<file path="src/rtl/ssr_defines.vh">
// Constants for the segment selector and register unit.
// Assumes inclusion by bare name from rtl/ssr_unit.v.
`ifndef SSR_DEFINES_VH
`define SSR_DEFINES_VH
// Selector fields
`define SSR_IDX_HI 15
`define SSR_IDX_LO 3
`define SSR_TI 2
`define SSR_RPL_HI 1
`define SSR_RPL_LO 0
`define SSR_IDX_W 13
`define SSR_IDX_NULL 13'h0000
// Segment encodings
`define SSR_NSEG 6
`define SSR_SEG_ES 3'h0
`define SSR_SEG_CS 3'h1
`define SSR_SEG_SS 3'h2
`define SSR_SEG_DS 3'h3
`define SSR_SEG_TA 3'h4
`define SSR_SEG_TB 3'h5
// Access kinds
`define SSR_ACC_FETCH 2'h0
`define SSR_ACC_DATA 2'h1
`define SSR_ACC_STRDST 2'h2
`define SSR_ACC_STACK 2'h3
// Fault kinds
`define SSR_FK_NONE 2'h0
`define SSR_FK_LOAD 2'h1
`define SSR_FK_ACCESS 2'h2
`define SSR_FK_BASEWR 2'h3
// Model-specific register addresses of the thread bases
`define SSR_MSR_BASE_A 32'hc0000100
`define SSR_MSR_BASE_B 32'hc0000101
// Descriptor entry layout
`define SSR_D_LIM_LO_HI 15
`define SSR_D_LIM_LO_LO 0
`define SSR_D_BASE_LO_HI 39
`define SSR_D_BASE_LO_LO 16
`define SSR_D_ATTR_HI 55
`define SSR_D_ATTR_LO 40
`define SSR_D_LIM_HI_HI 51
`define SSR_D_LIM_HI_LO 48
`define SSR_D_BASE_HI_HI 63
`define SSR_D_BASE_HI_LO 56
// Attribute bits inside the stored attribute field
`define SSR_AT_DPL_HI 6
`define SSR_AT_DPL_LO 5
`define SSR_AT_L 13
`define SSR_AT_D 14
`define SSR_AT_G 15
// Canonical check: bits 63 down to this one must match
`define SSR_CANON_LO 47
// Widths and reset values
`define SSR_PRIV_USER 2'h3
`define SSR_PRIV_SUPER 2'h0
`define SSR_RST_SEL 16'h0000
`define SSR_RST_BASE 64'h0000000000000000
`define SSR_RST_LIM 20'h00000
`define SSR_RST_ATTR 16'h0000
`define SSR_ZERO32 32'h00000000
`define SSR_ZERO12 12'h000
`define SSR_ONES12 12'hfff
`define SSR_ZERO48 48'h000000000000
`define SSR_DESC_ALIGN 3'h0
`endif

</file>
<file path="src/rtl/ssr_unit.v">
// Segment selector decode and segment register file with thread bases.
// Assumes all inputs come from core logic on clock_in; one request of each
// kind per cycle; descriptor entries are fetched by the partner.
//
// Summary of operation
// - Descriptor address is table base plus selector index times eight.
// - Index scaled by eight in long mode too; software aligns wide entries.
// - Table bit clear picks global base, set picks local base.
// - Selector low two bits give requester privilege for privilege checks.
// - Null selector use faults outside 64-bit mode.
// - Null loads: data registers fine; code faults; stack faults outside 64-bit or priv 3.
// - Six 16-bit selector registers at encodings 0 through 5.
// - Each load, except a null load into a thread segment, copies the descriptor entry into the hidden portion.
// - Only thread base fields and code L and D bits of hidden state reachable by software.
// - Code load sets current privilege from its descriptor; fetches use code segment.
// - Data uses default segment; string destinations extra; stack ops stack.
// - 64-bit code: only long, size, privilege used; base zero; canonical check.
// - 64-bit extra, data, stack: base zero, canonical check only.
// - Mode changes never alter segment contents; only loads and thread base writes do.
// - 64-bit thread override adds full base, wraps, canonical check only.
// - Selector load into thread segment writes 32-bit base, upper cleared.
// - Null load into thread segment keeps hidden contents.
// - Thread bases as model registers; privilege 0 writes canonical base.
// - Enabled base-write instructions in 64-bit mode; 32-bit operand zero-extends.
// - Non-canonical base write faults and leaves base unchanged.
// - Compatibility mode uses only low 32 base bits.
`include "ssr_defines.vh"

module ssr_unit (
  // Clock and reset
  input wire clock_in,
  input wire resetn_in,
  // Mode and control
  input wire mode64_in,
  input wire user_base_write_enable_in,
  // Descriptor address decode
  input wire dec_valid_in,
  input wire [15:0] dec_sel_in,
  input wire [63:0] gdt_base_in,
  input wire [63:0] ldt_base_in,
  output reg dec_valid_out,
  output reg [63:0] desc_addr_out,
  // Segment register load
  input wire ld_valid_in,
  input wire [2:0] ld_seg_in,
  input wire [15:0] ld_sel_in,
  input wire [63:0] ld_desc_in,
  output reg ld_done_out,
  // Model register write
  input wire msr_wr_in,
  input wire [31:0] msr_addr_in,
  input wire [63:0] msr_data_in,
  // Base write instruction
  input wire bw_valid_in,
  input wire bw_sel_b_in,
  input wire bw_op32_in,
  input wire [63:0] bw_data_in,
  output reg base_wr_done_out,
  // Memory access
  input wire acc_valid_in,
  input wire [1:0] acc_kind_in,
  input wire acc_ovr_in,
  input wire [2:0] acc_ovr_seg_in,
  input wire [63:0] acc_ea_in,
  output reg acc_done_out,
  output reg [63:0] lin_addr_out,
  output reg [1:0] acc_priv_out,
  // Readback
  input wire [2:0] rd_seg_in,
  output reg [15:0] rd_sel_out,
  output reg [63:0] rd_base_a_out,
  output reg [63:0] rd_base_b_out,
  // Status
  output reg [1:0] current_privilege_out,
  output reg cs_long_out,
  output reg cs_dsize_out,
  output reg fault_out,
  output reg [1:0] fault_kind_out
);

////////////////////////////////////////////////////////////////////////////////
// Reset synchroniser

reg rst_meta_ff;
reg rst_sync_ff;
wire rst_n;

// Assertion acts at once; release waits two edges
always @(posedge clock_in or negedge resetn_in)
begin
  if (!resetn_in)
  begin
    rst_meta_ff <= 1'b0;
    rst_sync_ff <= 1'b0;
  end
  else
  begin
    rst_meta_ff <= 1'b1;
    rst_sync_ff <= rst_meta_ff;
  end
end

assign rst_n = rst_sync_ff;

////////////////////////////////////////////////////////////////////////////////
// Canonical address check

// Bits 63 down to 47 all match: a 48-bit virtual space
function canon;
  input [63:0] a;
  begin
    canon = (&a[63:`SSR_CANON_LO]) | ~(|a[63:`SSR_CANON_LO]);
  end
endfunction

////////////////////////////////////////////////////////////////////////////////
// Load, base write and privilege control

reg [1:0] current_privilege_ff;
wire ld_null;
wire ld_bad;
wire ld_ok;
wire msr_a;
wire msr_b;
wire msr_ok;
wire msr_bad;
wire [63:0] bw_val;
wire bw_ok;
wire bw_bad;
wire [1:0] bwr;
wire [63:0] bwr_data;
wire ld_flt;
wire bw_lost;
wire bw_done;

assign ld_null = (ld_sel_in[`SSR_IDX_HI:`SSR_IDX_LO] == `SSR_IDX_NULL) &&
                 !ld_sel_in[`SSR_TI];
// Stack null allowed only in 64-bit mode below user privilege
assign ld_bad = (ld_seg_in > `SSR_SEG_TB) ||
                (ld_null && (ld_seg_in == `SSR_SEG_CS)) ||
                (ld_null && (ld_seg_in == `SSR_SEG_SS) &&
                 (!mode64_in || (current_privilege_ff == `SSR_PRIV_USER)));
assign ld_ok = ld_valid_in && !ld_bad;

// Other model register addresses are ignored silently
assign msr_a = msr_wr_in && (msr_addr_in == `SSR_MSR_BASE_A);
assign msr_b = msr_wr_in && (msr_addr_in == `SSR_MSR_BASE_B);
assign msr_ok = (current_privilege_ff == `SSR_PRIV_SUPER) &&
                canon(msr_data_in);
assign msr_bad = (msr_a || msr_b) && !msr_ok;

assign bw_val = bw_op32_in ? {`SSR_ZERO32, bw_data_in[31:0]} : bw_data_in;
assign bw_ok = user_base_write_enable_in && mode64_in && canon(bw_val);
assign bw_bad = bw_valid_in && !bw_ok;

// Model register write wins if both arrive together
assign bwr[0] = (msr_a && msr_ok) ||
                (!(msr_a || msr_b) && bw_valid_in && bw_ok && !bw_sel_b_in);
assign bwr[1] = (msr_b && msr_ok) ||
                (!(msr_a || msr_b) && bw_valid_in && bw_ok && bw_sel_b_in);
assign bwr_data = (msr_a || msr_b) ? msr_data_in : bw_val;
assign ld_flt = ld_valid_in && ld_bad;
// A same-cycle load into that thread segment wins, so no done pulse
assign bw_lost = ld_ok && (((ld_seg_in == `SSR_SEG_TA) && bwr[0]) ||
                           ((ld_seg_in == `SSR_SEG_TB) && bwr[1]));
assign bw_done = (bwr[0] || bwr[1]) && !bw_lost;

always @(posedge clock_in or negedge rst_n)
begin
  if (!rst_n)
    current_privilege_ff <= `SSR_PRIV_SUPER;
  else if (ld_ok && (ld_seg_in == `SSR_SEG_CS))
    current_privilege_ff <= ld_desc_in[`SSR_D_ATTR_LO + `SSR_AT_DPL_HI:
                                       `SSR_D_ATTR_LO + `SSR_AT_DPL_LO];
end

////////////////////////////////////////////////////////////////////////////////
// Segment register file

wire [15:0] seg_sel_w [0:`SSR_NSEG-1];
wire [63:0] seg_base_w [0:`SSR_NSEG-1];
wire [19:0] seg_lim_w [0:`SSR_NSEG-1];
wire [15:0] seg_attr_w [0:`SSR_NSEG-1];

genvar gi;
generate
  for (gi = 0; gi < `SSR_NSEG; gi = gi + 1)
  begin : g_seg
    localparam integer SEG_NUM = gi;
    localparam [2:0] IDX = SEG_NUM[2:0];
    localparam THR = (IDX >= `SSR_SEG_TA);
    reg [15:0] sel_ff;
    reg [63:0] base_ff;
    reg [19:0] lim_ff;
    reg [15:0] attr_ff;
    wire hit_ld;
    wire hit_bw;
    // Refused loads never reach the flops
    assign hit_ld = ld_ok && (ld_seg_in == IDX);
    assign hit_bw = (IDX == `SSR_SEG_TA) ? bwr[0] : ((IDX == `SSR_SEG_TB) ? bwr[1] : 1'b0);
    // Mode inputs reach these flops only through the load and base-write enables: contents survive mode switches
    always @(posedge clock_in or negedge rst_n)
    begin
      if (!rst_n)
      begin
        sel_ff <= `SSR_RST_SEL;
        base_ff <= `SSR_RST_BASE;
        lim_ff <= `SSR_RST_LIM;
        attr_ff <= `SSR_RST_ATTR;
      end
      else if (hit_ld)
      begin
        sel_ff <= ld_sel_in;
        if (!(THR && ld_null))
        begin
          base_ff <= {`SSR_ZERO32,
                      ld_desc_in[`SSR_D_BASE_HI_HI:`SSR_D_BASE_HI_LO],
                      ld_desc_in[`SSR_D_BASE_LO_HI:`SSR_D_BASE_LO_LO]};
          lim_ff <= {ld_desc_in[`SSR_D_LIM_HI_HI:`SSR_D_LIM_HI_LO],
                     ld_desc_in[`SSR_D_LIM_LO_HI:`SSR_D_LIM_LO_LO]};
          attr_ff <= ld_desc_in[`SSR_D_ATTR_HI:`SSR_D_ATTR_LO];
        end
      end
      else if (hit_bw)
        base_ff <= bwr_data;
    end
    assign seg_sel_w[gi] = sel_ff;
    assign seg_base_w[gi] = base_ff;
    assign seg_lim_w[gi] = lim_ff;
    assign seg_attr_w[gi] = attr_ff;
  end
endgenerate

////////////////////////////////////////////////////////////////////////////////
// Address generation and checks

reg [2:0] a_seg;
reg a_seg_ok;
reg [15:0] a_sel;
reg [63:0] a_base;
reg [31:0] a_lim;
reg [15:0] a_attr;
reg a_null;
reg [63:0] a_lin;
reg a_fault;
reg [31:0] a_sum32;
wire acc_ok;
wire acc_flt;
wire [1:0] a_rpl;

always @*
begin
  a_seg = `SSR_SEG_DS;
  a_seg_ok = 1'b1;
  a_sel = `SSR_RST_SEL;
  a_base = `SSR_RST_BASE;
  a_lim = `SSR_ZERO32;
  a_attr = `SSR_RST_ATTR;
  a_null = 1'b0;
  a_lin = `SSR_RST_BASE;
  a_fault = 1'b0;
  a_sum32 = `SSR_ZERO32;
  // Only plain data accesses may take an override
  case (acc_kind_in)
    `SSR_ACC_FETCH: a_seg = `SSR_SEG_CS;
    `SSR_ACC_STRDST: a_seg = `SSR_SEG_ES;
    `SSR_ACC_STACK: a_seg = `SSR_SEG_SS;
    `SSR_ACC_DATA: a_seg = acc_ovr_in ? acc_ovr_seg_in : `SSR_SEG_DS;
    default: a_seg = `SSR_SEG_DS;
  endcase
  if (a_seg > `SSR_SEG_TB)
  begin
    a_seg_ok = 1'b0;
    a_seg = `SSR_SEG_DS;
  end
  a_sel = seg_sel_w[a_seg];
  a_base = seg_base_w[a_seg];
  a_attr = seg_attr_w[a_seg];
  // Granularity scales the 20-bit limit to 4 KiB units
  if (a_attr[`SSR_AT_G])
    a_lim = {seg_lim_w[a_seg], `SSR_ONES12};
  else
    a_lim = {`SSR_ZERO12, seg_lim_w[a_seg]};
  a_null = (a_sel[`SSR_IDX_HI:`SSR_IDX_LO] == `SSR_IDX_NULL) && !a_sel[`SSR_TI];
  if (mode64_in)
  begin
    // Only thread segments carry a base; others count as zero
    if ((a_seg == `SSR_SEG_TA) || (a_seg == `SSR_SEG_TB))
      a_lin = a_base + acc_ea_in;
    else
      a_lin = acc_ea_in;
    a_fault = !canon(a_lin) || !a_seg_ok;
  end
  else
  begin
    // Upper base bits are ignored here whatever they hold
    a_sum32 = a_base[31:0] + acc_ea_in[31:0];
    a_lin = {`SSR_ZERO32, a_sum32};
    // Expand-down segments and access size are not modelled
    a_fault = a_null || (acc_ea_in[31:0] > a_lim) || !a_seg_ok;
  end
end

////////////////////////////////////////////////////////////////////////////////
// Request outcomes

assign acc_ok = acc_valid_in && !a_fault;
assign acc_flt = acc_valid_in && a_fault;
assign a_rpl = a_sel[`SSR_RPL_HI:`SSR_RPL_LO];

////////////////////////////////////////////////////////////////////////////////
// Registered outputs

always @(posedge clock_in or negedge rst_n)
begin
  if (!rst_n)
  begin
    dec_valid_out <= 1'b0;
    desc_addr_out <= `SSR_RST_BASE;
    ld_done_out <= 1'b0;
    base_wr_done_out <= 1'b0;
    acc_done_out <= 1'b0;
    lin_addr_out <= `SSR_RST_BASE;
    acc_priv_out <= `SSR_PRIV_SUPER;
    rd_sel_out <= `SSR_RST_SEL;
    rd_base_a_out <= `SSR_RST_BASE;
    rd_base_b_out <= `SSR_RST_BASE;
    current_privilege_out <= `SSR_PRIV_SUPER;
    cs_long_out <= 1'b0;
    cs_dsize_out <= 1'b0;
    fault_out <= 1'b0;
    fault_kind_out <= `SSR_FK_NONE;
  end
  else
  begin
    dec_valid_out <= dec_valid_in;
    if (dec_valid_in)
      // Eight-byte slots even for wide long-mode entries
      desc_addr_out <= (dec_sel_in[`SSR_TI] ? ldt_base_in : gdt_base_in) +
                       {`SSR_ZERO48, dec_sel_in[`SSR_IDX_HI:`SSR_IDX_LO],
                        `SSR_DESC_ALIGN};
    ld_done_out <= ld_ok;
    base_wr_done_out <= bw_done;
    acc_done_out <= acc_ok;
    if (acc_ok)
    begin
      lin_addr_out <= a_lin;
      // Weaker of current and requester privilege drives the checks
      acc_priv_out <= (a_rpl > current_privilege_ff) ? a_rpl :
                      current_privilege_ff;
    end
    // Hidden fields other than the thread bases and the code L and D bits are not read out
    rd_sel_out <= (rd_seg_in > `SSR_SEG_TB) ? `SSR_RST_SEL : seg_sel_w[rd_seg_in];
    rd_base_a_out <= seg_base_w[`SSR_SEG_TA];
    rd_base_b_out <= seg_base_w[`SSR_SEG_TB];
    current_privilege_out <= current_privilege_ff;
    cs_long_out <= seg_attr_w[`SSR_SEG_CS][`SSR_AT_L];
    cs_dsize_out <= seg_attr_w[`SSR_SEG_CS][`SSR_AT_D];
    // Faulting requests were already kept off every state update
    fault_out <= ld_flt || msr_bad || bw_bad || acc_flt;
    if (ld_flt)
      fault_kind_out <= `SSR_FK_LOAD;
    else if (msr_bad || bw_bad)
      fault_kind_out <= `SSR_FK_BASEWR;
    else if (acc_flt)
      fault_kind_out <= `SSR_FK_ACCESS;
    else
      fault_kind_out <= `SSR_FK_NONE;
  end
end

endmodule

</file>
<file path="config.mk">
export PLATFORM = sky130hd
export DESIGN_NAME = ssr_unit
export DESIGN_NICKNAME = d
export VERILOG_FILES = /design/src/rtl/ssr_unit.v
export VERILOG_INCLUDE_DIRS = /design/src /design/src/rtl
export SDC_FILE = /design/constraint.sdc
export NUM_CORES = 2
export LEC_CHECK = 0
export BUFFER_PORTS_ARGS = -buffer_cell sky130_fd_sc_hd__buf_2
export CORE_AREA = 2 2 295 297
export DETAILED_ROUTE_END_ITERATION = 8
export DIE_AREA = 0 0 297 299
export PLACE_DENSITY = 0.7
export SLEW_MARGIN = 20
export SYNTH_ARGS = -nofsm -noshare
export SYNTH_HDL_FRONTEND = slang
export SYNTH_SLANG_ARGS = --single-unit
</file>
<file path="constraint.sdc">
create_clock -name clock_in -period 25.4 [get_ports clock_in]
set_clock_uncertainty 0.15 [all_clocks]
set_input_delay 3.81 -clock clock_in [delete_from_list [all_inputs] [get_ports clock_in]]
set_output_delay 3.81 -clock clock_in [all_outputs]
set_load 0.005 [all_outputs]
</file>
==> metrics.md <==
| Metric | Value |
|---|---|
| Mux share of post-synthesis cell area | 0.198 |
| Cell variety after synth | 90 |
| Post-detail-place hpwl | 101 mm |
| Library cell occupying the most area in the post-synthesis netlist | sky130_fd_sc_hd__dfrtp_1 |
| Routed length per instance | 24.1 µm |
| Hold depth | 0 |
| Post-Route WL | 136 mm |
| CP Class | in -> reg |
| All-layer global routing usage | 0.298 |
| CTS clk-pin slew, worst paths | 0.06 ns |
| Number of antenna violations at the first check in global routing | 33 |
| Residual overflow from global routing | 0 |
| Setup repair after global routing missed its margin | no |
| Commonest non-fill, non-tap cells in the layout | sky130_fd_sc_hd__dfrtp_1 (768), sky130_fd_sc_hd__buf_2 (744), sky130_fd_sc_hd__nand2_1 (448) |
| Remaining max-slew budget at the tightest pin | 0.316 |
| Leading cell type in the layout, fill and taps excluded | sky130_fd_sc_hd__dfrtp_1 |
| Worst slack, placed | 13.71 ns |
| Largest net degree at the start of global routing | 174 |
| Share of cells above drive strength 1 | 0.332 |
| Area growth from synthesis to layout | 19.0% |
| Area fraction of the dominant cell type after synthesis | 0.474 |
| Clock latency reported for the late side of the worst-skew pair | 0.68 ns |
| Post-detailed-placement cell area | 0.0453 mm² |
| Fraction of synthesized cell area in xor and xnor cells | 0.0233 |
| Sequential cell area fraction in the yosys report | 0.474 |
| Post-Syn Area | 0.0406 mm² |
| Floorplan die area | 0.0888 mm² |
| Hold buffer count at cts | 0 |
| Post-route cell area | 0.0483 mm² |
| Number of flops mapped to enable cells by yosys | 0 |
| Max-capacitance violation count | 0 |
| Worst Hold Class | reg -> reg |
| Number of standard-cell rows in the floorplan | 108 |
| First-pass iteration count of the detailed router | 6 |
| Worst min-delay path startpoint | rst_meta_ff$_DFF_PN0_ |
| Mapped Cells | 3778 |
| Synthesized-area fraction occupied by and/or/nand/nor cells | 0.121 |
| Die boundary height | 299 µm |
| 1st-iter DRT viols | 2714 |
| Worst vdd ir | 0.0000655 V |
| Hold violation total from the final report | 0 |
| Fin. max-slew vios | 0 |
| Initial standard-cell utilization of the core | 0.473 |
| Remaining number of nets flagged by the antenna check after routing | 0 |
| Maximum level of the CTS H-tree | 3 |
| Minimum setup slack among reg-to-reg paths | 19.11 ns |
| Via count of the first global-routing pass | 31.7k |
| Gp weighted congestion | 0.987 |
| Synth Area in Compound Gates | 0.120 |
| I/O pins | 756 |
| Final setup violation count | 0 |
| Power per cell area | 79.6 mW/mm² |
| Leakage power figure | 22.2 nW |
| Routed via count | 32.9k |
| Proportion of register bits with asynchronous set or reset after synthesis | 1.00 |
| Clock tree from TritonCTS | yes |
| Data required time at the worst endpoint | 25.75 ns |
| TritonCTS Buffers | 85 |
| Clk Tree Root Cell | sky130_fd_sc_hd__clkbuf_16 |
| Number of sinks driven by the clock tree | 769 |
| Total setup buffers inserted after CTS | 0 |
| R2R depth | 17 |
| First-pass GRT wire length | 201 mm |
| Setup slack of the critical path after layout | 14.33 ns |
| Number of warnings printed during yosys synthesis | 0 |
| Post-Synth Adder-Cell Area | 0.0352 |
| Number of register bits inferred by synthesis | 769 |
| Dominant combinational cell family by area after synthesis | multiplexers |
| Slew of the pin with the lowest slew margin | 1.03 ns |
| CP startpoint kind | primary input |
| DRC violations left | 0 |
| Leading register cell type out of synthesis | sky130_fd_sc_hd__dfrtp_1 |
| Signal arrival time at the worst endpoint | 11.42 ns |
| Mapped Avg Cell Area | 10.7 µm² |
| Kind of capture point of the worst setup path | flop |
| Vias per inst | 5.82 |
| Shortest period the worst path allows | 11.07 ns |
| Core region area | 0.0859 mm² |
| Status | finished, final reports clean |
| Max Clk Rate | 90.3 MHz |
| Startpoint of the most critical register-to-register path | g_seg[3].base_ff[28]$_DFFE_PN0P_ |
| Setup TNS | 0 ns |
| Final critical-path share of the clock period | 0.436 |
| Clk buf depth | 3 |
| Ranking of synthesized cells by area | sky130_fd_sc_hd__dfrtp_1 (47%), sky130_fd_sc_hd__mux2_2 (12%), sky130_fd_sc_hd__nand2_1 (4.2%) |
| Number of gates resized after CTS | 0 |
| Nets in the synthesized netlist | 4362 |
| Crit path launch | acc_ovr_seg_in[1] |
| Horizontal die dimension | 297 µm |
| Count of buffers from port buffering | 746 |
| Final #Nets | 5006 |
| CP Max Fanout | 35 |
[report_power, final]
part | switching [mW] | internal [mW]
Combinational | 0.521 | 0.422
Clock | 0.546 | 0.749
Sequential | 0.141 | 1.47
[stage by stage]
| step | hold WS (ns) | util | std cells | power [mW] |
|---|---|---|---|---|
| 6_report | 0.204 | 0.562 | 5656 | 3.85 |
| 2_1_floorplan | 0.181 | - | 3778 | 2.17 |
| 3_3_place_gp | 0.186 | 0.527 | 5490 | 2.53 |
| 4_1_cts | 0.207 | 0.562 | 5646 | 3.86 |
| 5_1_grt | 0.208 | 0.562 | 5652 | 4.04 |
| 3_5_place_dp | 0.193 | 0.527 | 5490 | 2.56 |
[area by class of cell]
cell class	instances	area [µm²]
diodes	10	25.0
clock buffers	120	2500
clock inverters	36	509
fillers	7450	37600
inverters	56	210
multi-input cells	2725	20300
flip-flops and latches	769	19200
well taps	1155	1450
repair buffers	785	4060
[synth_stat cells (25+ instances only)]
cell	number
sky130_fd_sc_hd__inv_1	55
sky130_fd_sc_hd__nand2_1	451
sky130_fd_sc_hd__mux2_1	34
sky130_fd_sc_hd__nand4_1	65
sky130_fd_sc_hd__mux2_2	425
sky130_fd_sc_hd__nor3_1	41
sky130_fd_sc_hd__nor2_1	226
sky130_fd_sc_hd__buf_2	25
sky130_fd_sc_hd__a21o_1	60
sky130_fd_sc_hd__dfrtp_1	769
sky130_fd_sc_hd__xnor2_1	48
sky130_fd_sc_hd__clkbuf_1	150
sky130_fd_sc_hd__a31oi_1	26
sky130_fd_sc_hd__mux4_2	71
sky130_fd_sc_hd__mux2i_1	127
sky130_fd_sc_hd__o21ai_0	263
sky130_fd_sc_hd__ha_1	111
sky130_fd_sc_hd__a21oi_1	255
sky130_fd_sc_hd__nor4_1	42
sky130_fd_sc_hd__buf_1	35
sky130_fd_sc_hd__xor2_1	60
sky130_fd_sc_hd__nand3_1	71
[path summary, 6_finish.rpt]
kind / endpoint
setup / recovery: lin_addr_out[15]$_DFFE_PN0P_
hold / removal: rst_n$_DFF_PN0_
setup reg to reg: lin_addr_out[15]$_DFFE_PN0P_
hold reg to reg: rst_n$_DFF_PN0_
max in group asynchronous: rd_base_a_out[35]$_DFF_PN0_
min in group asynchronous: rd_base_b_out[5]$_DFF_PN0_
[metal layers]
metal,share of wire,GRT usage,up-vias
li1,-,-,15000
met1,0.43,0.415,16300
met2,0.45,0.461,1255
met3,0.086,0.0779,257
met4,0.028,0.0835,24
met5,0.0011,0,-
[worst max-delay path, stage by stage]
cell and delay, ns:
sky130_fd_sc_hd__buf_2 0.33, sky130_fd_sc_hd__nand2_1 0.20, sky130_fd_sc_hd__a21oi_4 0.71, sky130_fd_sc_hd__buf_4 0.62, sky130_fd_sc_hd__mux4_2 0.57, sky130_fd_sc_hd__nand2_1 0.07, sky130_fd_sc_hd__o21ai_0 0.34, sky130_fd_sc_hd__ha_1 0.52
sky130_fd_sc_hd__a21oi_1 0.24, sky130_fd_sc_hd__o21ai_1 0.15, sky130_fd_sc_hd__a211oi_1 0.34, sky130_fd_sc_hd__o21ai_1 0.28, sky130_fd_sc_hd__a311oi_1 0.55, sky130_fd_sc_hd__or2_2 0.23, sky130_fd_sc_hd__nand4_1 0.11, sky130_fd_sc_hd__and3_1 0.26
sky130_fd_sc_hd__or2_2 0.30, sky130_fd_sc_hd__o2111ai_2 0.21, sky130_fd_sc_hd__a31o_4 0.51, sky130_fd_sc_hd__buf_4 0.55, sky130_fd_sc_hd__mux2_1 0.38
[kinds of logic (layout without fill, tap and decap cells)]
group                    Yosys count  count (layout)
multiplexers                     657             657
adder cells (fa/ha/maj)          113             113
other                              1              11
AO/OA/AOI/OAI                    808             808
XOR/XNOR                         108             108
AND/OR/NAND/NOR                 1038            1038
flip-flops                       769             769
buffers and inverters            284             997
[state kept, by name (all words and copies together) (netlist names), 15 cells and up]
signal         cells
g_seg.sel_ff      96
rd_sel_out        16
desc_addr_out     64
rd_base_b_out     64
g_seg.lim_ff     114
rd_base_a_out     64
g_seg.base_ff    256
lin_addr_out      64
g_seg.attr_ff     15
Note: power is estimated with default switching activity, not from simulation.
